<file path="src/rtl/at_bus_cycle_pkg.sv">
// Constants and carrier types for the expansion-bus cycle controller
package at_bus_cycle_pkg;

	// Register indices; byte address is four times the index
	localparam logic [9:0] IDX_LATCH_DELAY = 10'h000;
	localparam logic [9:0] IDX_LATCH_WIDTH = 10'h001;
	localparam logic [9:0] IDX_NARROW_DELAY = 10'h003;
	localparam logic [9:0] IDX_NARROW_WAIT = 10'h004;
	localparam logic [9:0] IDX_WIDE_IO_WAIT = 10'h005;
	localparam logic [9:0] IDX_WIDE_MEM_DELAY = 10'h006;
	localparam logic [9:0] IDX_WIDE_MEM_WAIT = 10'h007;
	localparam logic [9:0] IDX_MIN_WAIT = 10'h008;
	localparam logic [9:0] IDX_SPEED = 10'h063;
	localparam logic [9:0] IDX_STATUS = 10'h064;

	// Speed-select fields
	localparam int SPEED_CPU_BIT = 2;
	localparam int SPEED_DMA_BIT = 3;

	// Status fields
	localparam int ST_BUSY_BIT = 0;
	localparam int ST_WIDE_BIT = 1;
	localparam int ST_EARLY_BIT = 2;
	localparam int ST_RESET_BIT = 3;
	localparam int ST_PEND_BIT = 4;
	localparam int ST_CPUHI_BIT = 5;
	localparam int ST_DMAHI_BIT = 6;

	// Reset values of the timing registers
	localparam logic [3:0] RST_LATCH_DELAY = 4'h2;
	localparam logic [3:0] RST_LATCH_WIDTH = 4'h5;
	localparam logic [3:0] RST_NARROW_DELAY = 4'h9;
	localparam logic [3:0] RST_NARROW_WAIT = 4'hF;
	localparam logic [3:0] RST_WIDE_IO_WAIT = 4'h8;
	localparam logic [3:0] RST_WIDE_MEM_DELAY = 4'h6;
	localparam logic [3:0] RST_WIDE_MEM_WAIT = 4'h8;
	localparam logic [3:0] RST_MIN_WAIT = 4'h5;
	localparam logic [3:0] RST_SPEED = 4'h0;

	// Clock divider and reset pulse counts
	localparam logic [1:0] PROC_HALF_LOW = 2'h1;
	localparam logic [1:0] PROC_HALF_HIGH = 2'h0;
	localparam logic [1:0] DMA_HALF_LOW = 2'h1;
	localparam logic [1:0] DMA_HALF_HIGH = 2'h0;
	localparam logic [2:0] RESET_DMA_PERIODS = 3'h4;

	typedef struct packed {
		logic valid;
		logic isMem;
		logic isIo;
		logic isWrite;
		logic isInta;
		logic isShutdown;
		logic addrLow;
		logic highByte_b;
	} cycle_req_t;

	typedef struct packed {
		logic bale;
		logic memRead_b;
		logic memWrite_b;
		logic ioRead_b;
		logic ioWrite_b;
	} bus_cmd_t;

	typedef enum logic [1:0] {
		ST_IDLE,
		ST_STATUS,
		ST_RUN
	} cyc_state_t;

endpackage

</file>
<file path="src/rtl/at_bus_cycle_control.sv">
// Expansion-bus cycle control, clock selection and byte-lane steering
`timescale 1ns/1ps
`default_nettype none

// Function
// - Early finish sampled mid wait state
// - Early finish only after minimum waits
// - Wide memory select only in memory cycles
// - Wide I/O select only in I/O cycles
// - Channel ready sampled each T state end
// - Bus commands change on processor clock fall
// - Speed bit 2 picks processor clock
// - Speed bit 3 picks DMA clock
// - Stretch SYSCLK low while ALE high, processor high speed only
// - Delayed write lags one clock low speed
// - Acknowledge forces byte address low
// - Acknowledge forces low buffer enable
// - High buffer enable tracks bus high enable
// - Shutdown reset lasts four DMA periods
// - Reset starts after DMA divide-by-4 rise
// - Float address low during hold except channel-2 DMA
// - Float external high enable during hold while AEN low
// - Bus high enable low during channel-2 DMA
// - Secondary hold drives processor high enable
// - DMA memory read pulls DMA ready low
module at_bus_cycle_control #(
	parameter int CNT_W = 4
) (
	// Clock and reset
	input wire logic clk,
	input wire logic rst_b,
	input wire logic ce,
	// APB slave
	input wire logic psel,
	input wire logic penable,
	input wire logic pwrite,
	input wire logic [11:0] paddr,
	input wire logic [31:0] pwdata,
	output logic [31:0] prdata,
	output logic pready,
	output logic pslverr,
	// Processor cycle request
	input wire at_bus_cycle_pkg::cycle_req_t cycleReq,
	output logic cycleDone,
	// Expansion bus
	output at_bus_cycle_pkg::bus_cmd_t busCmd,
	output logic delayedIoWrite_b,
	input wire logic earlyFinishReq_b,
	input wire logic wideMemorySelect_b,
	input wire logic wideIoSelect_b,
	input wire logic ioChannelReady,
	// Clocks
	output logic processorClockOut,
	output logic dmaClockOut,
	output logic sysClk,
	output logic addrLatchEnable,
	// Byte lanes
	input wire logic interruptAckStrobe_b,
	output logic byteAddressLowOut,
	output logic byteAddressLowOe_b,
	output logic busHighByteEnable_b,
	output logic lowByteBufferEnable_b,
	output logic highByteBufferEnable_b,
	input wire logic extHighByteEnableIn_b,
	output logic extHighByteEnableOut_b,
	output logic extHighByteEnableOe_b,
	output logic procByteHighOut_b,
	output logic procByteHighOe_b,
	// Hold and DMA
	input wire logic holdAck,
	input wire logic secondaryHoldAck,
	input wire logic dmaAckChannelTwo,
	input wire logic addressEnable,
	input wire logic dmaMemoryRead_b,
	output logic dmaReadyOut,
	output logic processorResetPulse
);
	import at_bus_cycle_pkg::*;

	localparam int TW = CNT_W + 1;

	logic [CNT_W-1:0] latchDelayReg_q, latchWidthReg_q, narrowDelayReg_q;
	logic [CNT_W-1:0] narrowWaitReg_q, wideIoWaitReg_q, wideMemDelayReg_q;
	logic [CNT_W-1:0] wideMemWaitReg_q, minWaitReg_q;
	logic [3:0] speedReg_q;
	logic cpuHigh, dmaHigh;
	logic [1:0] procDiv_q, dmaDiv_q, dmaQuarter_q;
	logic procClk_q, dma_clock_out_q, sysClk_q;
	logic procEdge, procFall, procRise, dmaRise, quarterRise;
	cyc_state_t state_q;
	cycle_req_t req_q;
	bus_cmd_t cmd_q;
	logic [TW-1:0] tCnt_q, latchEnd, samplePt, cmdDelay, waitTarget;
	logic [CNT_W-1:0] waitCnt_q;
	logic wideSel_q, wideDone_q, cmdOn_q, earlyHit_q, rdy_q, done_q;
	logic ioWrDly_q, ale_q, cycleEnd;
	logic byte_address_low_q, adr0Oe_b_q, bhe_b_q, low_byte_buffer_enable_b_q, ehbeOe_b_q;
	logic procHbe_b_q, procHbeOe_b_q, dma_ready_out_q;
	logic resetPend_q, quarterSeen_q, processor_reset_pulse_q;
	logic [2:0] resCnt_q;
	logic [9:0] idx;
	logic apbWrite, mapped;

	function automatic logic [TW-1:0] ext(input logic [CNT_W-1:0] v);
		ext = {1'b0, v};
	endfunction

	// Speed selection
	// processor clock choice
	assign cpuHigh = speedReg_q[SPEED_CPU_BIT];
	assign dmaHigh = speedReg_q[SPEED_DMA_BIT];

	// Processor clock divider, both edges exposed as enables
	assign procEdge = ce && (procDiv_q == (cpuHigh ? PROC_HALF_HIGH
		: PROC_HALF_LOW));
	assign procFall = procEdge && procClk_q;
	assign procRise = procEdge && !procClk_q;

	always_ff @(posedge clk or negedge rst_b) begin
		if (!rst_b) begin
			procDiv_q <= 2'h0;
			procClk_q <= 1'b0;
		end else if (procEdge) begin
			procDiv_q <= 2'h0;
			procClk_q <= !procClk_q;
		end else if (ce) begin
			procDiv_q <= procDiv_q + 2'h1;
		end
	end

	// DMA clock toggles on processor falls only
	assign dmaRise = procFall && !dma_clock_out_q &&
		(dmaDiv_q == (dmaHigh ? DMA_HALF_HIGH : DMA_HALF_LOW));
	assign quarterRise = dmaRise && (dmaQuarter_q == 2'h1);

	always_ff @(posedge clk or negedge rst_b) begin
		if (!rst_b) begin
			dmaDiv_q <= 2'h0;
			dma_clock_out_q <= 1'b0;
			dmaQuarter_q <= 2'h0;
		end else if (procFall) begin
			if (dmaDiv_q == (dmaHigh ? DMA_HALF_HIGH : DMA_HALF_LOW)) begin
				dmaDiv_q <= 2'h0;
				dma_clock_out_q <= !dma_clock_out_q;
			end else begin
				dmaDiv_q <= dmaDiv_q + 2'h1;
			end
			if (dmaRise) begin
				dmaQuarter_q <= dmaQuarter_q + 2'h1;
			end
		end
	end

	always_ff @(posedge clk or negedge rst_b) begin
		if (!rst_b) begin
			sysClk_q <= 1'b0;
		end else if (procFall && !(cpuHigh && !sysClk_q && ale_q)) begin
			sysClk_q <= !sysClk_q;
		end
	end

	// Cycle timing
	assign latchEnd = TW'(ext(latchDelayReg_q) + ext(latchWidthReg_q));
	// select must settle before the earlier event
	assign samplePt = (ext(wideMemDelayReg_q) < latchEnd) ?
		ext(wideMemDelayReg_q) : latchEnd;
	assign cmdDelay = (req_q.isMem && wideSel_q) ? ext(wideMemDelayReg_q)
		: ext(narrowDelayReg_q);
	always_comb begin
		waitTarget = ext(narrowWaitReg_q);
		if (req_q.isMem && wideSel_q) begin
			waitTarget = ext(wideMemWaitReg_q);
		end else if (req_q.isIo && wideSel_q) begin
			waitTarget = ext(wideIoWaitReg_q);
		end
	end
	// ready taken one fall earlier decides the end
	assign cycleEnd = (cmdOn_q || req_q.isInta) &&
		((ext(waitCnt_q) >= waitTarget && rdy_q) || earlyHit_q);

	// channel ready sampled at each T state end
	always_ff @(posedge clk or negedge rst_b) begin
		if (!rst_b) begin
			rdy_q <= 1'b1;
		end else if (procFall) begin
			// adapter must be low here a T state early
			rdy_q <= ioChannelReady;
		end
	end

	// Cycle sequencer
	always_ff @(posedge clk or negedge rst_b) begin
		if (!rst_b) begin
			state_q <= ST_IDLE;
			req_q <= '0;
			tCnt_q <= '0;
			waitCnt_q <= '0;
			wideSel_q <= 1'b0;
			wideDone_q <= 1'b0;
			cmdOn_q <= 1'b0;
			ale_q <= 1'b0;
			done_q <= 1'b0;
		end else if (ce) begin
			done_q <= 1'b0;
			if (procFall) begin
				unique case (state_q)
					ST_IDLE: begin
						if (cycleReq.valid && !done_q) begin
							req_q <= cycleReq;
							tCnt_q <= '0;
							waitCnt_q <= '0;
							wideSel_q <= 1'b0;
							wideDone_q <= 1'b0;
							if (cycleReq.isShutdown) begin
								done_q <= 1'b1;
							end else begin
								ale_q <= 1'b1;
								state_q <= ST_STATUS;
							end
						end
					end
					ST_STATUS: begin
						ale_q <= 1'b0;
						tCnt_q <= TW'(1);
						state_q <= ST_RUN;
					end
					ST_RUN: begin
						if (!(&tCnt_q)) begin
							tCnt_q <= tCnt_q + TW'(1);
						end
						// memory cycles look at wide memory select
						if (!wideDone_q && req_q.isMem && tCnt_q >= samplePt) begin
							wideSel_q <= !wideMemorySelect_b;
							wideDone_q <= 1'b1;
						end
						// I/O cycles look at wide I/O select
						if (!wideDone_q && req_q.isIo &&
							tCnt_q >= ext(narrowDelayReg_q)) begin
							wideSel_q <= !wideIoSelect_b;
							wideDone_q <= 1'b1;
						end
						if (!wideDone_q && !req_q.isMem && !req_q.isIo) begin
							wideDone_q <= 1'b1;
						end
						if (wideDone_q && !cmdOn_q && tCnt_q >= cmdDelay &&
							(req_q.isMem || req_q.isIo)) begin
							cmdOn_q <= 1'b1;
						end
						if ((cmdOn_q || req_q.isInta) && !(&waitCnt_q)) begin
							waitCnt_q <= waitCnt_q + CNT_W'(1);
						end
						if (cycleEnd) begin
							cmdOn_q <= 1'b0;
							done_q <= 1'b1;
							state_q <= ST_IDLE;
						end
					end
				endcase
			end
		end
	end

	// sample early finish at wait-state midpoint
	always_ff @(posedge clk or negedge rst_b) begin
		if (!rst_b) begin
			earlyHit_q <= 1'b0;
		end else if (procFall && state_q == ST_IDLE) begin
			earlyHit_q <= 1'b0;
		end else if (procRise && cmdOn_q && !earlyFinishReq_b &&
			// not before the minimum wait count
			waitCnt_q >= minWaitReg_q) begin
			earlyHit_q <= 1'b1;
		end
	end

	// bus outputs updated on processor falls
	always_ff @(posedge clk or negedge rst_b) begin
		if (!rst_b) begin
			cmd_q <= '{bale: 1'b0, memRead_b: 1'b1, memWrite_b: 1'b1,
				ioRead_b: 1'b1, ioWrite_b: 1'b1};
			ioWrDly_q <= 1'b1;
		end else if (procFall) begin
			cmd_q.bale <= state_q == ST_RUN &&
				tCnt_q >= ext(latchDelayReg_q) && tCnt_q < latchEnd;
			cmd_q.memRead_b <= !(cmdOn_q && !cycleEnd && req_q.isMem &&
				!req_q.isWrite);
			cmd_q.memWrite_b <= !(cmdOn_q && !cycleEnd && req_q.isMem &&
				req_q.isWrite);
			cmd_q.ioRead_b <= !(cmdOn_q && !cycleEnd && req_q.isIo &&
				!req_q.isWrite);
			cmd_q.ioWrite_b <= !(cmdOn_q && !cycleEnd && req_q.isIo &&
				req_q.isWrite);
			ioWrDly_q <= cmd_q.ioWrite_b;
		end
	end

	// lag the fall at low speed, rise together
	assign delayedIoWrite_b = cmd_q.ioWrite_b || (!cpuHigh && ioWrDly_q);

	// Byte lanes and hold steering
	always_ff @(posedge clk or negedge rst_b) begin
		if (!rst_b) begin
			byte_address_low_q <= 1'b0;
			adr0Oe_b_q <= 1'b0;
			bhe_b_q <= 1'b1;
			low_byte_buffer_enable_b_q <= 1'b1;
			ehbeOe_b_q <= 1'b0;
			procHbe_b_q <= 1'b1;
			procHbeOe_b_q <= 1'b1;
		end else if (procFall) begin
			if (!interruptAckStrobe_b) begin
				byte_address_low_q <= 1'b0;
			end else if (ale_q) begin
				byte_address_low_q <= req_q.addrLow;
			end
			// channel-2 DMA makes bus high enable low
			if (holdAck && dmaAckChannelTwo && addressEnable) begin
				bhe_b_q <= 1'b0;
			end else if (ale_q) begin
				bhe_b_q <= req_q.highByte_b;
			end
			low_byte_buffer_enable_b_q <= !(!interruptAckStrobe_b ||
				(cmdOn_q && !byte_address_low_q && !cycleEnd));
			// float address low in hold until DMA ch2
			adr0Oe_b_q <= holdAck && !(dmaAckChannelTwo && addressEnable);
			// float external enable in hold until AEN
			ehbeOe_b_q <= holdAck && !addressEnable;
			// follow external enable under secondary hold
			procHbe_b_q <= extHighByteEnableIn_b;
			procHbeOe_b_q <= !secondaryHoldAck;
		end
	end

	// DMA memory read pulls ready low at once
	always_ff @(posedge clk or negedge rst_b) begin
		if (!rst_b) begin
			dma_ready_out_q <= 1'b1;
		end else if (ce) begin
			if (!dmaMemoryRead_b) begin
				dma_ready_out_q <= 1'b0;
			end else if (dmaRise) begin
				dma_ready_out_q <= ioChannelReady;
			end
		end
	end

	// Shutdown reset pulse
	always_ff @(posedge clk or negedge rst_b) begin
		if (!rst_b) begin
			resetPend_q <= 1'b0;
			quarterSeen_q <= 1'b0;
			processor_reset_pulse_q <= 1'b0;
			resCnt_q <= 3'h0;
		end else if (procFall) begin
			if (state_q == ST_IDLE && cycleReq.valid && cycleReq.isShutdown &&
				!done_q) begin
				resetPend_q <= 1'b1;
			end
			if (resetPend_q && quarterRise) begin
				quarterSeen_q <= 1'b1;
			end
			if (quarterSeen_q && !processor_reset_pulse_q) begin
				processor_reset_pulse_q <= 1'b1;
				resCnt_q <= 3'h0;
				resetPend_q <= 1'b0;
				quarterSeen_q <= 1'b0;
			end else if (processor_reset_pulse_q && resCnt_q == RESET_DMA_PERIODS) begin
				// end one fall after fourth rise, same phase as start
				processor_reset_pulse_q <= 1'b0;
			end else if (processor_reset_pulse_q && dmaRise) begin
				resCnt_q <= resCnt_q + 3'h1;
			end
		end
	end

	// APB slave, zero wait states
	assign idx = paddr[11:2];
	assign apbWrite = psel && penable && pwrite && ce;
	always_comb begin
		mapped = 1'b1;
		prdata = 32'h0000_0000;
		unique case (idx)
			IDX_LATCH_DELAY: prdata[CNT_W-1:0] = latchDelayReg_q;
			IDX_LATCH_WIDTH: prdata[CNT_W-1:0] = latchWidthReg_q;
			IDX_NARROW_DELAY: prdata[CNT_W-1:0] = narrowDelayReg_q;
			IDX_NARROW_WAIT: prdata[CNT_W-1:0] = narrowWaitReg_q;
			IDX_WIDE_IO_WAIT: prdata[CNT_W-1:0] = wideIoWaitReg_q;
			IDX_WIDE_MEM_DELAY: prdata[CNT_W-1:0] = wideMemDelayReg_q;
			IDX_WIDE_MEM_WAIT: prdata[CNT_W-1:0] = wideMemWaitReg_q;
			IDX_MIN_WAIT: prdata[CNT_W-1:0] = minWaitReg_q;
			IDX_SPEED: prdata[3:0] = speedReg_q;
			IDX_STATUS: begin
				prdata[ST_BUSY_BIT] = state_q != ST_IDLE;
				prdata[ST_WIDE_BIT] = wideSel_q;
				prdata[ST_EARLY_BIT] = earlyHit_q;
				prdata[ST_RESET_BIT] = processor_reset_pulse_q;
				prdata[ST_PEND_BIT] = resetPend_q;
				prdata[ST_CPUHI_BIT] = cpuHigh;
				prdata[ST_DMAHI_BIT] = dmaHigh;
			end
			default: mapped = 1'b0;
		endcase
	end
	assign pready = 1'b1;
	assign pslverr = psel && penable && !mapped;

	always_ff @(posedge clk or negedge rst_b) begin
		if (!rst_b) begin
			latchDelayReg_q <= CNT_W'(RST_LATCH_DELAY);
			latchWidthReg_q <= CNT_W'(RST_LATCH_WIDTH);
			narrowDelayReg_q <= CNT_W'(RST_NARROW_DELAY);
			narrowWaitReg_q <= CNT_W'(RST_NARROW_WAIT);
			wideIoWaitReg_q <= CNT_W'(RST_WIDE_IO_WAIT);
			wideMemDelayReg_q <= CNT_W'(RST_WIDE_MEM_DELAY);
			wideMemWaitReg_q <= CNT_W'(RST_WIDE_MEM_WAIT);
			minWaitReg_q <= CNT_W'(RST_MIN_WAIT);
			speedReg_q <= RST_SPEED;
		end else if (apbWrite) begin
			unique case (idx)
				IDX_LATCH_DELAY: latchDelayReg_q <= pwdata[CNT_W-1:0];
				IDX_LATCH_WIDTH: latchWidthReg_q <= pwdata[CNT_W-1:0];
				IDX_NARROW_DELAY: narrowDelayReg_q <= pwdata[CNT_W-1:0];
				IDX_NARROW_WAIT: narrowWaitReg_q <= pwdata[CNT_W-1:0];
				IDX_WIDE_IO_WAIT: wideIoWaitReg_q <= pwdata[CNT_W-1:0];
				IDX_WIDE_MEM_DELAY: wideMemDelayReg_q <= pwdata[CNT_W-1:0];
				IDX_WIDE_MEM_WAIT: wideMemWaitReg_q <= pwdata[CNT_W-1:0];
				IDX_MIN_WAIT: minWaitReg_q <= pwdata[CNT_W-1:0];
				IDX_SPEED: speedReg_q <= pwdata[3:0];
				default: ;
			endcase
		end
	end

	// Output wiring
	assign cycleDone = done_q;
	assign busCmd = cmd_q;
	assign processorClockOut = procClk_q;
	assign dmaClockOut = dma_clock_out_q;
	assign sysClk = sysClk_q;
	assign addrLatchEnable = ale_q;
	assign byteAddressLowOut = byte_address_low_q;
	assign byteAddressLowOe_b = adr0Oe_b_q;
	assign busHighByteEnable_b = bhe_b_q;
	assign lowByteBufferEnable_b = low_byte_buffer_enable_b_q;
	// high buffer enable follows bus high enable
	assign highByteBufferEnable_b = bhe_b_q;
	assign extHighByteEnableOut_b = bhe_b_q;
	assign extHighByteEnableOe_b = ehbeOe_b_q;
	assign procByteHighOut_b = procHbe_b_q;
	assign procByteHighOe_b = procHbeOe_b_q;
	assign dmaReadyOut = dma_ready_out_q;
	assign processorResetPulse = processor_reset_pulse_q;

endmodule // at_bus_cycle_control

`default_nettype wire

</file>
<file path="config.mk">
export PLATFORM = sky130hd
export DESIGN_NAME = at_bus_cycle_control
export DESIGN_NICKNAME = d
export VERILOG_FILES = /design/src/rtl/at_bus_cycle_pkg.sv /design/src/rtl/at_bus_cycle_control.sv
export SDC_FILE = /design/constraint.sdc
export NUM_CORES = 1
export LEC_CHECK = 0
export BUFFER_PORTS_ARGS = -buffer_cell sky130_fd_sc_hd__buf_2
export CORE_MARGIN = 2
export CORE_UTILIZATION = 50
export DETAILED_ROUTE_END_ITERATION = 6
export PLACE_DENSITY = 0.77
export SETUP_SLACK_MARGIN = 0.1
export SLEW_MARGIN = 20
export SYNTH_ARGS = -nofsm -noshare
export SYNTH_HDL_FRONTEND = slang
export SYNTH_SLANG_ARGS = --single-unit
</file>
<file path="constraint.sdc">
create_clock -name clk -period 3.3 [get_ports clk]
set_clock_uncertainty 0.1 [all_clocks]
set_input_delay 0.33 -clock clk [delete_from_list [all_inputs] [get_ports clk]]
set_output_delay 0.33 -clock clk [all_outputs]
set_load 0.01 [all_outputs]
</file>
# --- Word-level counts from Yosys, hierarchy flattened ---
# Index checks and enable logic that the tools add are counted.
# Widths: inputs -> output; s select.
totals:
  inputBits: 69
  output_inout_bits: 56
  reg_bits: 89
classes:
  reduce_logical: 131
  n_mux: 57
  addsub: 7
  magnitude_cmp: 8
  eq_ne: 25
op_table:
  columns: ["cell", "n"]
  rows:
  - ["$logic_and 1x1->1", 56]
  - ["$eq 10x3->1 const B", 4]
  - ["$pmux 4 s10", 1]
  - ["$reduce_and 2->1", 17]
  - ["$mux 1", 31]
  - ["$reduce_and 5->1", 6]
  - ["$logic_not 1->1", 28]
  - ["$reduce_bool 2->1", 11]
  - ["$eq 10x7->1 const B", 2]
  - ["$mux 4", 5]
  - ["$reduce_and 4->1", 4]
  - ["$ge 5x4->1", 3]
  - ["$mux 5", 3]
  - ["$pmux 5 s3", 1]
  - ["$mux 2", 6]
  - ["$mux 3", 4]
  - ["$ne 2x2->1 const B", 6]
  - ["$eq 10x1->1 const B", 1]
  - ["$eq 10x2->1 const B", 1]
  - ["$eq 10x4->1 const B", 1]
  - ["$logic_not 10->1", 1]
  - ["$reduce_or 10->1", 1]
  - ["$pmux 1 s2", 4]
  - ["$pmux 4 s2", 1]
  - ["21 further kinds", 30]

# --- Longest topological paths before layout ---
# Gate-level depths: netlist of the first run.
logic_depth:
  depth_word: 12
  ltp_mapped: 14
  depth_no_buf: 14

# --- Least setup slack after synthesis of the first run ---
# Ideal clock, no wire load.
synth_timing:
  path_kind: "register to register"
  startpoint: "register latchDelayReg_q[0]"
  endpoint: "register wideDone_q"
  path_slack_ns: -0.116
  period_less_slack_ns: 3.416
  t_arrival_ns: 3.193
  stages_incl_launch_ff: 15
  setup_ns: 0.123
  path_cell_list: "dfrtp_1 ha_1 fa_1 inv_1 ha_1 a21o_1 maj3_1 a22oi_1 nor3_1 ha_1 a21oi_1 o21ai_0 a41oi_1 a31oi_1 nand2b_1"
synth_between:
  elab_chain_cells: 7
synth_rtl:
  columns: ["element", "line", "text"]
  rows:
  - ["from (decl)", "at_bus_cycle_control.sv:82", "logic [CNT_W-1:0] latchDelayReg_q, latchWidthReg_q, narrowDelayReg_q;"]
  - ["from (signal assigned)", "at_bus_cycle_control.sv:409", "latchDelayReg_q <= CNT_W'(RST_LATCH_DELAY);"]
  - ["from (signal assigned)", "at_bus_cycle_control.sv:420", "IDX_LATCH_DELAY: latchDelayReg_q <= pwdata[CNT_W-1:0];"]
  - ["$add 4x4->5 (*)", "at_bus_cycle_control.sv:163", "assign latchEnd = TW'(ext(latchDelayReg_q) + ext(latchWidthReg_q));"]
  - ["$lt 4x5->1", "at_bus_cycle_control.sv:165", "assign samplePt = (ext(wideMemDelayReg_q) < latchEnd) ?"]
  - ["$mux 5 (*)", "at_bus_cycle_control.sv:165", null]
  - ["$ge 5x5->1 (*)", "at_bus_cycle_control.sv:232", "if (!wideDone_q && req_q.isMem && tCnt_q >= samplePt) begin"]
  - ["$logic_and 1x1->1 (*)", "at_bus_cycle_control.sv:232", null]
  - ["$ne 4x4->1 (no source line) (*)", null, null]
  - ["$reduce_and 5->1 (no source line) (*)", null, null]
  - ["to (signal assigned)", "at_bus_cycle_control.sv:234", "wideDone_q <= 1'b1;"]
  - ["to (signal assigned)", "at_bus_cycle_control.sv:240", "wideDone_q <= 1'b1;"]
  - ["to (signal assigned)", "at_bus_cycle_control.sv:243", "wideDone_q <= 1'b1;"]
  - ["to (decl)", "at_bus_cycle_control.sv:95", "logic wideSel_q, wideDone_q, cmdOn_q, earlyHit_q, rdy_q, done_q;"]
# Every way passes the cells marked *; elsewhere a longest branch is shown, timed or not.
# A chain may end at the register's enable or synchronous reset.

# --- Worst setup path in the final report of the first run ---
layout_timing:
  startpoint: "register latchWidthReg_q[0]"
  endpoint: "register wideSel_q"
layout_between:
  elab_chain_cells: 7
layout_rtl:
  columns: ["element", "line", "text"]
  rows:
  - ["from (decl)", "at_bus_cycle_control.sv:82", null]
  - ["from (signal assigned)", "at_bus_cycle_control.sv:410", "latchWidthReg_q <= CNT_W'(RST_LATCH_WIDTH);"]
  - ["from (signal assigned)", "at_bus_cycle_control.sv:421", "IDX_LATCH_WIDTH: latchWidthReg_q <= pwdata[CNT_W-1:0];"]
  - ["$add 4x4->5 (*)", "at_bus_cycle_control.sv:163", null]
  - ["$lt 4x5->1", "at_bus_cycle_control.sv:165", null]
  - ["$mux 5 (*)", "at_bus_cycle_control.sv:165", null]
  - ["$ge 5x5->1 (*)", "at_bus_cycle_control.sv:232", null]
  - ["$logic_and 1x1->1 (*)", "at_bus_cycle_control.sv:232", null]
  - ["$ne 3x3->1 (no source line) (*)", null, null]
  - ["$reduce_and 5->1 (no source line) (*)", null, null]
  - ["to (signal assigned)", "at_bus_cycle_control.sv:233", "wideSel_q <= !wideMemorySelect_b;"]
  - ["to (signal assigned)", "at_bus_cycle_control.sv:239", "wideSel_q <= !wideIoSelect_b;"]
  - ["to (decl)", "at_bus_cycle_control.sv:95", null]
# Marks and branches as above.

==> results of run 1 <==
[registers in the layout (all words and copies together) (netlist names), 4 cells and up]
signal / flops
narrowWaitReg_q: 4
speedReg_q: 4
wideMemWaitReg_q: 4
req_q: 6
latchDelayReg_q: 4
latchWidthReg_q: 4
wideIoWaitReg_q: 4
minWaitReg_q: 4
tCnt_q: 5
narrowDelayReg_q: 4
waitCnt_q: 4
wideMemDelayReg_q: 4
busCmd: 5
[what timing repair did]
action                                  CTS  global route
pin swaps                                 5            11
gates resized for setup                   8             6
hold buffers                              1             0
setup buffers                             1             3
hold endpoints to repair                 45             0
endpoints found under the setup margin    2             2
[synth_stat cells, types with 8 or more instances]
cell	n	area, µm²
dfrtp_1	63	1580
mux2_2	47	529
nand2_1	47	176
ha_1	41	513
o21ai_0	34	170
inv_1	33	124
buf_4	28	210
nor2_1	28	105
dfstp_2	26	683
a21oi_1	19	95.1
a22oi_1	15	113
nand3_1	15	75.1
nand2b_1	14	87.6
a21o_1	13	97.6
clkbuf_1	11	41.3
nor3_1	10	50.1
mux2i_1	9	90.1
a22o_1	8	70.1
[report_power, final]
group | internal [µW] | switching (µW) | total (µW)
registers | 1320 | 237 | 1550
clock network | 513 | 442 | 955
logic | 461 | 628 | 1090
[stage by stage]
stage / instances / util (%)
after floorplan: 615 / -
after global placement: 803 / 55.6
after detailed placement: 803 / 55.6
after CTS: 821 / 58.5
after global routing: 824 / 58.9
final: 824 / 58.9
[worst paths after layout]
path | startpoint | end | slack, ps | cells past startpoint
min in group asynchronous | rst_b | speedReg_q[1]$_DFFE_PN0P_ | 500 | 2
max in group asynchronous | rst_b | minWaitReg_q[2]$_DFFE_PN1P_ | 1790 | 3
worst max register to register | latchWidthReg_q[0]$_DFFE_PN1P_ | wideSel_q$_DFFE_PN0P_ | -160 | 14
worst min register to register | procByteHighOut_b$_DFFE_PN1P_ | procByteHighOut_b$_DFFE_PN1P_ | 360 | 2
worst max-delay path | latchWidthReg_q[0]$_DFFE_PN1P_ | wideSel_q$_DFFE_PN0P_ | -160 | 14
worst min-delay path | secondaryHoldAck | procByteHighOe_b$_DFFE_PN1P_ | 60 | 2
[cells by family (layout without fill, tap and decap cells)]
kind of cell,count (synthesis),count (layout),synth area share [%]
xor gates and xnor gates,7,7,1.18
muxes,57,57,10.8
and+or+nand+nor,172,172,16.2
AOI/OAI and AO/OA,141,141,16.5
other,2,27,0.128
DFF,89,89,38.6
buffers and inverters,76,142,6.76
adders and majority gates,46,46,9.80
[area by class of cell]
cell class / instances / share of cell area [%]
Timing Repair Buffer: 93 / 7.92
Clock buffer: 10 / 3.40
Multi-Input combinational cell: 450 / 50.0
Clock inverter: 6 / 0.632
Sequential cell: 89 / 33.6
Tap cell: 143 / 2.66
Inverter: 33 / 1.84
[metal layers]
| layer | vias to the layer above | track usage [%] |
|---|---|---|
| li1 | 2299 | - |
| met1 | 2460 | 32.6 |
| met2 | 242 | 40.8 |
| met3 | 39 | 3.08 |
| met4 | 0 | 10.8 |
| met5 | - | 0 |
[cell usage in the layout (no fill, tap or decap), types with 5 or more instances in the layout]
master     count
nand2b_1      14
buf_4         25
mux2_2        46
mux2i_1        9
a22o_1         8
buf_2         67
ha_1          39
nand2_1       47
a31oi_1        7
dfstp_2       26
conb_1        27
a22oi_1       13
nand3b_1       5
o21ai_0       33
and3_1         7
nand4_1        7
a21oi_1       18
nor3_1        10
a21o_1        13
clkbuf_16      9
nand3_1       15
inv_1         32
nor2_1        28
dfrtp_1       63
o22ai_1        5
==> results.tsv, run 1 <==
metric	value	unit
outcome	finished, violations left	
failing checks	negative setup slack	
Rows	39	
Filler cells	946	
crit-path cells	ha_4, fa_1, inv_2, ha_4, a21o_1, maj3_2, a22oi_2, nor3_1, ha_1, nand2_1, o21ai_2, a41oi_2, a21oi_1, o22ai_2	
Nets	787	
max-cap violations	0	
arrival time worst endpoint	3590	ps
CP Launch Type	flop	
Worst-path clk slew	70	ps
Final Cell Area	0.00673	mm²
slowest stage delay, CP	560	ps
Vias	5040	
Die Area	0.0126	mm²
post-synthesis sequential element count	89	
number of antenna violations at the first check in global routing	0	
Synth Cell Area	0.00585	mm²
gr ovfl total	0	
DRC Markers	0	
post-synth cell types	74	
endpoints failing hold	0	
WL met1	6.44	mm
pre-CTS WS	-192	ps
most numerous cell on the critical path	ha_4	
share of post-route cells with drive strength above 1	30.7	%
fmax	0.289	GHz
Period Utilization, post-route	105	%
crit path capture type	flop	
total power	3600	µW
multi-input logic area	0.00336	mm²
share of flip-flops with an asynchronous set or reset	100	%
peak supply drop	0.000331	V
antenna viol nets, final	0	
CP delay by family, top	adder cells	
Starting DRT DRC Count	383	
final setup fails	2	
kind of critical path	flop to flop	
CTS Root Cell	clkbuf_16	
Port Buffers	68	
worst path bufs/invs	1	
detailed-route wire length per cell	18.6	µm
RSZ-0062 raised after global routing	yes	
DRT Pass-1 Iters	5	
first-pass GRT wire length	25.1	mm
Final WS setup	-161	ps
HP Class	primary input to flop	
ys flop type	dfrtp_1	
Die Y	112	µm
sequential share of the synthesized area	38.6	%
Cells after Synth	590	
relative slew slack	42.4	%
Initial Util	51.2	%
CP max FO	3	
Req. time, crit path	3430	ps
final wirelength	15.3	mm
syn avg cell area	9.91	µm²
final setup TNS	-279	ps
Num CTS Buffers	9	
Die W	112	µm
power density cells	535	mW/mm²
worst-margin pin slew	857	ps
total track usage	24.6	%
met2 wire len	7.47	mm
core area	0.0114	mm²
Worst-Skew Late Latency	350	ps
slowest cell on the critical path	dfstp_2	
H-tree depth	3	
Vias/cell	6.12	
Post-synth EDFFs	0	
RD Place Congestion	0.957	
# diodes	0	
vias in the first global route	4982	
Leakage Power	0.00311	µW
# IOs	125	
Max Slew Vio Count	0	
worst hold margin	60.0	ps
dpl hpwl	11.1	mm
placed instance area	0.00634	mm²
largest net degree at the start of global routing	61	
Top Layer Used	met4	
synthesis-to-finish area growth	15.1	%
CTS Sinks	89	
Reg area	0.00226	mm²
Warnings, synthesis	0	
met3 wire len	902	µm
clock buffer depth	2	
minimum clock period	3460	ps
CTS tree	yes	
Power figures use the tool's default switching activity.
==> run 2: changes to the inputs <==
--- a/config.mk
+++ b/config.mk
@@ -6,10 +6,12 @@
 export NUM_CORES = 1
 export LEC_CHECK = 0
 export BUFFER_PORTS_ARGS = -buffer_cell sky130_fd_sc_hd__buf_2
+export CORE_ASPECT_RATIO = 0.7
 export CORE_MARGIN = 2
 export CORE_UTILIZATION = 50
 export DETAILED_ROUTE_END_ITERATION = 6
 export PLACE_DENSITY = 0.77
+export REMOVE_ABC_BUFFERS = 1
 export SETUP_SLACK_MARGIN = 0.1
 export SLEW_MARGIN = 20
 export SYNTH_ARGS = -nofsm -noshare
==> run 2 against run 1 <==
Compared with the run above: clock power up 18%; the run still ends with negative setup slack left; routed wire length is 6.3% higher; cell area is 1.5% higher; largest power group unchanged; via count about the same; first-iteration DRC count up 40%; die area up 0.12%; register-to-register slack worse by 20 ps.
==> results.tsv, run 2 (synthesized netlist as in run 1, its figures left out) <==
metric	value	unit
outcome	finished, violations left	
failing checks	negative setup slack	
power density cells	558	mW/mm²
Final Core Density	60.9	%
Worst Hold End	procByteHighOe_b$_DFFE_PN1P_	
worst r2r src	latchWidthReg_q[0]$_DFFE_PN1P_	
Starting DRT DRC Count	535	
# diodes	0	
detailed-route wire length per cell	19.4	µm
RD Place Congestion	0.919	
dpl hpwl	12.3	mm
peak supply drop	0.000555	V
Max Slew Vio Count	0	
FF-to-FF path depth	14	
Period Utilization, post-route	106	%
DRT Pass-1 Iters	5	
Worst Setup SP	latchWidthReg_q[0]$_DFFE_PN1P_	
Worst-path clk slew	60	ps
DRC Markers	0	
max reg flops	6	
fmax	0.287	GHz
total track usage	26.6	%
Rows	32	
Worst-Skew Late Latency	350	ps
hold path depth	2	
CTS Sinks	89	
number of antenna violations at the first check in global routing	0	
CTS tree	yes	
# IOs	125	
most frequent cells in the layout	67 x buf_2, 63 x dfrtp_1, 47 x nand2_1	
Vias/cell	6.03	
HP Start	secondaryHoldAck	
commonest non-fill, non-tap cell in the layout	buf_2	
Num CTS Buffers	9	
Leakage Power	0.00316	µW
reg-to-reg endpoint	wideDone_q$_DFFE_PN0P_	
largest net degree at the start of global routing	33	
gr ovfl total	0	
relative slew slack	28.9	%
RSZ-0062 raised after global routing	yes	
first-pass GRT wire length	26.0	mm
arrival time worst endpoint	3610	ps
CTS Root Cell	clkbuf_16	
final wirelength	16.3	mm
Req. time, crit path	3430	ps
Reg area	0.00226	mm²
post-route insts no fill	837	
CP max FO	3	
synthesis-to-finish area growth	16.8	%
endpoints failing hold	0	
Die Y	94.5	µm
Vias	5044	
Inst Count DP	818	
Filler cells	924	
max-cap violations	0	
clock buffer depth	2	
share of post-route cells with drive strength above 1	31.1	%
worst hold margin	35.9	ps
worst-margin pin slew	1070	ps
vias in the first global route	5034	
HP Class	primary input to flop	
Die Area	0.0126	mm²
crit path capture type	flop	
core area	0.0112	mm²
H-tree depth	3	
Die W	133	µm
minimum clock period	3480	ps
multi-input logic area	0.00337	mm²
worst reg2reg setup slack	-180	ps
Initial Util	52.2	%
final setup fails	2	
CP Launch Type	flop	
antenna viol nets, final	0	
Port Buffers	68	
Nets	790	
kind of critical path	flop to flop	
Final WS setup	-183	ps
Top reg by flops	req_q	
[run 2: cell types whose count changed in the layout (fill, tap and decap cells not counted), moves of 2 or more]
| cell | change |
|---|---|
| inv_6 | -2 |
| bufinv_16 | +2 |
| buf_4 | +3 |
| clkinv_2 | -2 |
| a21oi_2 | +2 |
| a21oi_1 | -2 |
[run 2: what timing repair did]
action                                  in CTS  in global routing
endpoints found under the setup margin       2                  2
gates resized for setup                     16                  3
hold buffers                                 1                  0
hold endpoints to repair                    21                  0
pin swaps                                   14                 10
gates cloned                                 0                  0
buffers inserted                             2                  0
[run 2: layout make-up]
| class | count | area share, % |
|---|---|---|
| repair buffers | 96 | 8.14 |
| clock inverters | 5 | 1.28 |
| inverters | 33 | 1.81 |
| well taps | 153 | 2.80 |
| flip-flops and latches | 89 | 33.1 |
| multi-input cells | 450 | 49.3 |
| clock buffers | 11 | 3.56 |
[run 2: worst max-delay path by stage]
stage	endpoint	slack, ps
after floorplan	wideDone_q$_DFFE_PN0P_	-120
after global placement	wideSel_q$_DFFE_PN0P_	-220
after detailed placement	wideSel_q$_DFFE_PN0P_	-370
after CTS	wideSel_q$_DFFE_PN0P_	-170
after global routing	wideDone_q$_DFFE_PN0P_	-290
final	wideDone_q$_DFFE_PN0P_	-180
[run 2: metrics by stage]
stage               total power, µW  instance area (µm²)  TNS, ps  setup slack [ps]
CTS                            3800                 6810     -273              -172
global placement               2560                 6390     -437              -220
global route                   4010                 6830     -535              -291
detailed placement             2640                 6390     -709              -367
floorplan                      2190                 5670     -212              -116
finish                         3810                 6830     -309              -183
[run 2: critical path, stage by stage (launching register included)]
cell      delay [ps]
dfstp_2          550
ha_4             130
fa_1             440
inv_2            100
ha_4             200
a21o_1           160
maj3_2           350
a22oi_2          220
a311o_1          140
ha_1             230
nor2b_1          150
o21ai_2          100
a41oi_2          240
a31oi_1          110
nand2b_1         140
[run 2: report_power, final]
part	total, µW	switching, µW	internal (µW)
combinational	1130	653	472
sequential	1550	237	1320
clock	1130	442	691
[run 2: metal layers]
metal	up-vias	routed length [µm]	part of all wire (%)	global-route usage [%]
met5	-	0	0	0
met4	0	225	1.4	7.62
met3	30	1450	8.9	4.94
met2	243	7190	44	41.0
met1	2470	7400	45	38.6
li1	2301	-	-	-
==> run 3: changes to the inputs <==
--- a/config.mk
+++ b/config.mk
@@ -8,9 +8,8 @@
 export BUFFER_PORTS_ARGS = -buffer_cell sky130_fd_sc_hd__buf_2
 export CORE_ASPECT_RATIO = 0.7
 export CORE_MARGIN = 2
-export CORE_UTILIZATION = 50
+export CORE_UTILIZATION = 40
 export DETAILED_ROUTE_END_ITERATION = 6
-export PLACE_DENSITY = 0.77
 export REMOVE_ABC_BUFFERS = 1
 export SETUP_SLACK_MARGIN = 0.1
 export SLEW_MARGIN = 20
==> run 3 against run 2 <==
Compared with the run above: the run ends with negative hold slack, negative setup slack left; cell count is 5.6% higher; largest power group unchanged; flip-flop and latch count stayed put; die area is 24% higher; sequential share of layout area is 0.71 points lower; highest routed layer unchanged; maximum frequency is 0.95% higher; register-to-register slack better by 30 ps; global-route usage is 4.7 points lower; sequential power hardly changed; cell area is 2.2% higher; count of clock-buffer cells in the layout is 2 lower.
==> results.tsv, run 3 (synthesized netlist as in run 1, its figures left out) <==
metric	value	unit
# diodes	0	
Filler cells	1300	
CTS Sinks	89	
Die Area	0.0156	mm²
fmax	0.290	GHz
worst r2r src	latchWidthReg_q[0]$_DFFE_PN1P_	
CTS tree	yes	
Initial Util	41.5	%
multi-input logic area	0.00339	mm²
clock buffer depth	2	
max reg flops	6	
number of antenna violations at the first check in global routing	0	
worst reg2reg setup slack	-150	ps
Die Y	105	µm
RD Place Congestion	0.877	
Reg area	0.00226	mm²
crit-path cells	ha_4, fa_1, inv_2, ha_4, a21o_1, maj3_2, a22oi_2, nor3_2, ha_1, nand2_1, o21ai_2, a31oi_1, mux2_4, o22ai_2	
H-tree depth	3	
outcome	finished, violations left	
Final WS setup	-150	ps
commonest non-fill, non-tap cell in the layout	buf_2	
Leakage Power	0.00321	µW
arrival time worst endpoint	3620	ps
Worst-path clk slew	80	ps
Final Core Density	49.5	%
worst-margin pin slew	835	ps
worst hold margin	-24.3	ps
HP Class	primary input to async pin	
slowest stage delay, CP	560	ps
first-pass GRT wire length	26.9	mm
largest net degree at the start of global routing	66	
share of post-route cells with drive strength above 1	32.9	%
Port Buffers	68	
relative slew slack	44.3	%
Nets	800	
Vias/cell	5.73	
FF-to-FF path depth	14	
CP Launch Type	flop	
final setup TNS	-339	ps
# IOs	125	
total power	3840	µW
worst path bufs/invs	1	
pre-CTS WS	-386	ps
endpoints failing hold	17	
most numerous cell on the critical path	ha_4	
peak supply drop	0.000417	V
Worst-Skew Late Latency	350	ps
power density cells	551	mW/mm²
max-cap violations	0	
kind of critical path	flop to flop	
DRT Pass-1 Iters	5	
Die W	149	µm
Max Slew Vio Count	0	
CP max FO	3	
core area	0.0141	mm²
final wirelength	16.8	mm
Rows	36	
Period Utilization, post-route	105	%
minimum clock period	3450	ps
synthesis-to-finish area growth	19.3	%
reg-to-reg endpoint	wideSel_q$_DFFE_PN0P_	
CTS Root Cell	clkbuf_16	
dpl hpwl	12.7	mm
final setup fails	3	
RSZ-0062 raised after global routing	yes	
CP delay by family, top	adder cells	
Req. time, crit path	3470	ps
Num CTS Buffers	9	
Post-CTS Hold Fix Bufs	0	
Starting DRT DRC Count	263	
DRC Markers	0	
total track usage	21.9	%
Top reg by flops	req_q	
gr ovfl total	0	
crit path capture type	flop	
antenna viol nets, final	0	
most frequent cells in the layout	67 x buf_2, 63 x dfrtp_1, 47 x nand2_1	
detailed-route wire length per cell	19.0	µm
failing checks	negative hold slack, negative setup slack	
Vias	5067	
slowest cell on the critical path	dfstp_2	
vias in the first global route	4876	
-- run 3: worst max path at each step --
stage | from | to | slack, ps | depth (start not counted)
floorplan | latchDelayReg_q[0]$_DFFE_PN0P_ | wideDone_q$_DFFE_PN0P_ | -120 | 14
global placement | latchWidthReg_q[0]$_DFFE_PN1P_ | wideSel_q$_DFFE_PN0P_ | -240 | 14
detailed placement | latchWidthReg_q[0]$_DFFE_PN1P_ | wideDone_q$_DFFE_PN0P_ | -390 | 14
CTS | latchWidthReg_q[0]$_DFFE_PN1P_ | wideSel_q$_DFFE_PN0P_ | -180 | 14
global route | latchWidthReg_q[0]$_DFFE_PN1P_ | wideDone_q$_DFFE_PN0P_ | -280 | 14
finish | latchWidthReg_q[0]$_DFFE_PN1P_ | wideSel_q$_DFFE_PN0P_ | -150 | 14
-- run 3: layout make-up --
type	instances	area share, %
Clock buffer	9	3.23
Sequential cell	89	32.4
Tap cell	190	3.41
Multi-Input combinational cell	450	48.6
Clock inverter	7	1.51
Inverter	33	1.78
Timing Repair Buffer	106	9.06
-- run 3: routing by layer --
metal / GRT usage [%] / routed length, µm
met4: 4.29 / 164
met2: 32.1 / 7300
met1: 33.2 / 8220
met3: 4.63 / 1130
met5: 0 / 0
-- run 3: per-stage QoR --
| step | hold slack (ps) | instance area (µm²) | instances |
|---|---|---|---|
| after floorplan | -65.6 | 5670 | 572 |
| final | -24.3 | 6980 | 884 |
| after CTS | 5.10 | 6940 | 883 |
| after global routing | 38.9 | 6980 | 884 |
| after global placement | 345 | 6490 | 862 |
| after detailed placement | 357 | 6490 | 862 |
-- run 3: what timing repair did --
action / in CTS / in global routing
gates cloned: 0 / 0
setup endpoints to repair: 2 / 3
pin swaps: 15 / 5
setup buffers: 5 / 1
resized for setup: 18 / 5
-- run 3: report_power, final --
group	switching (µW)	internal, µW
sequential	230	1320
combinational	650	490
clock	477	678
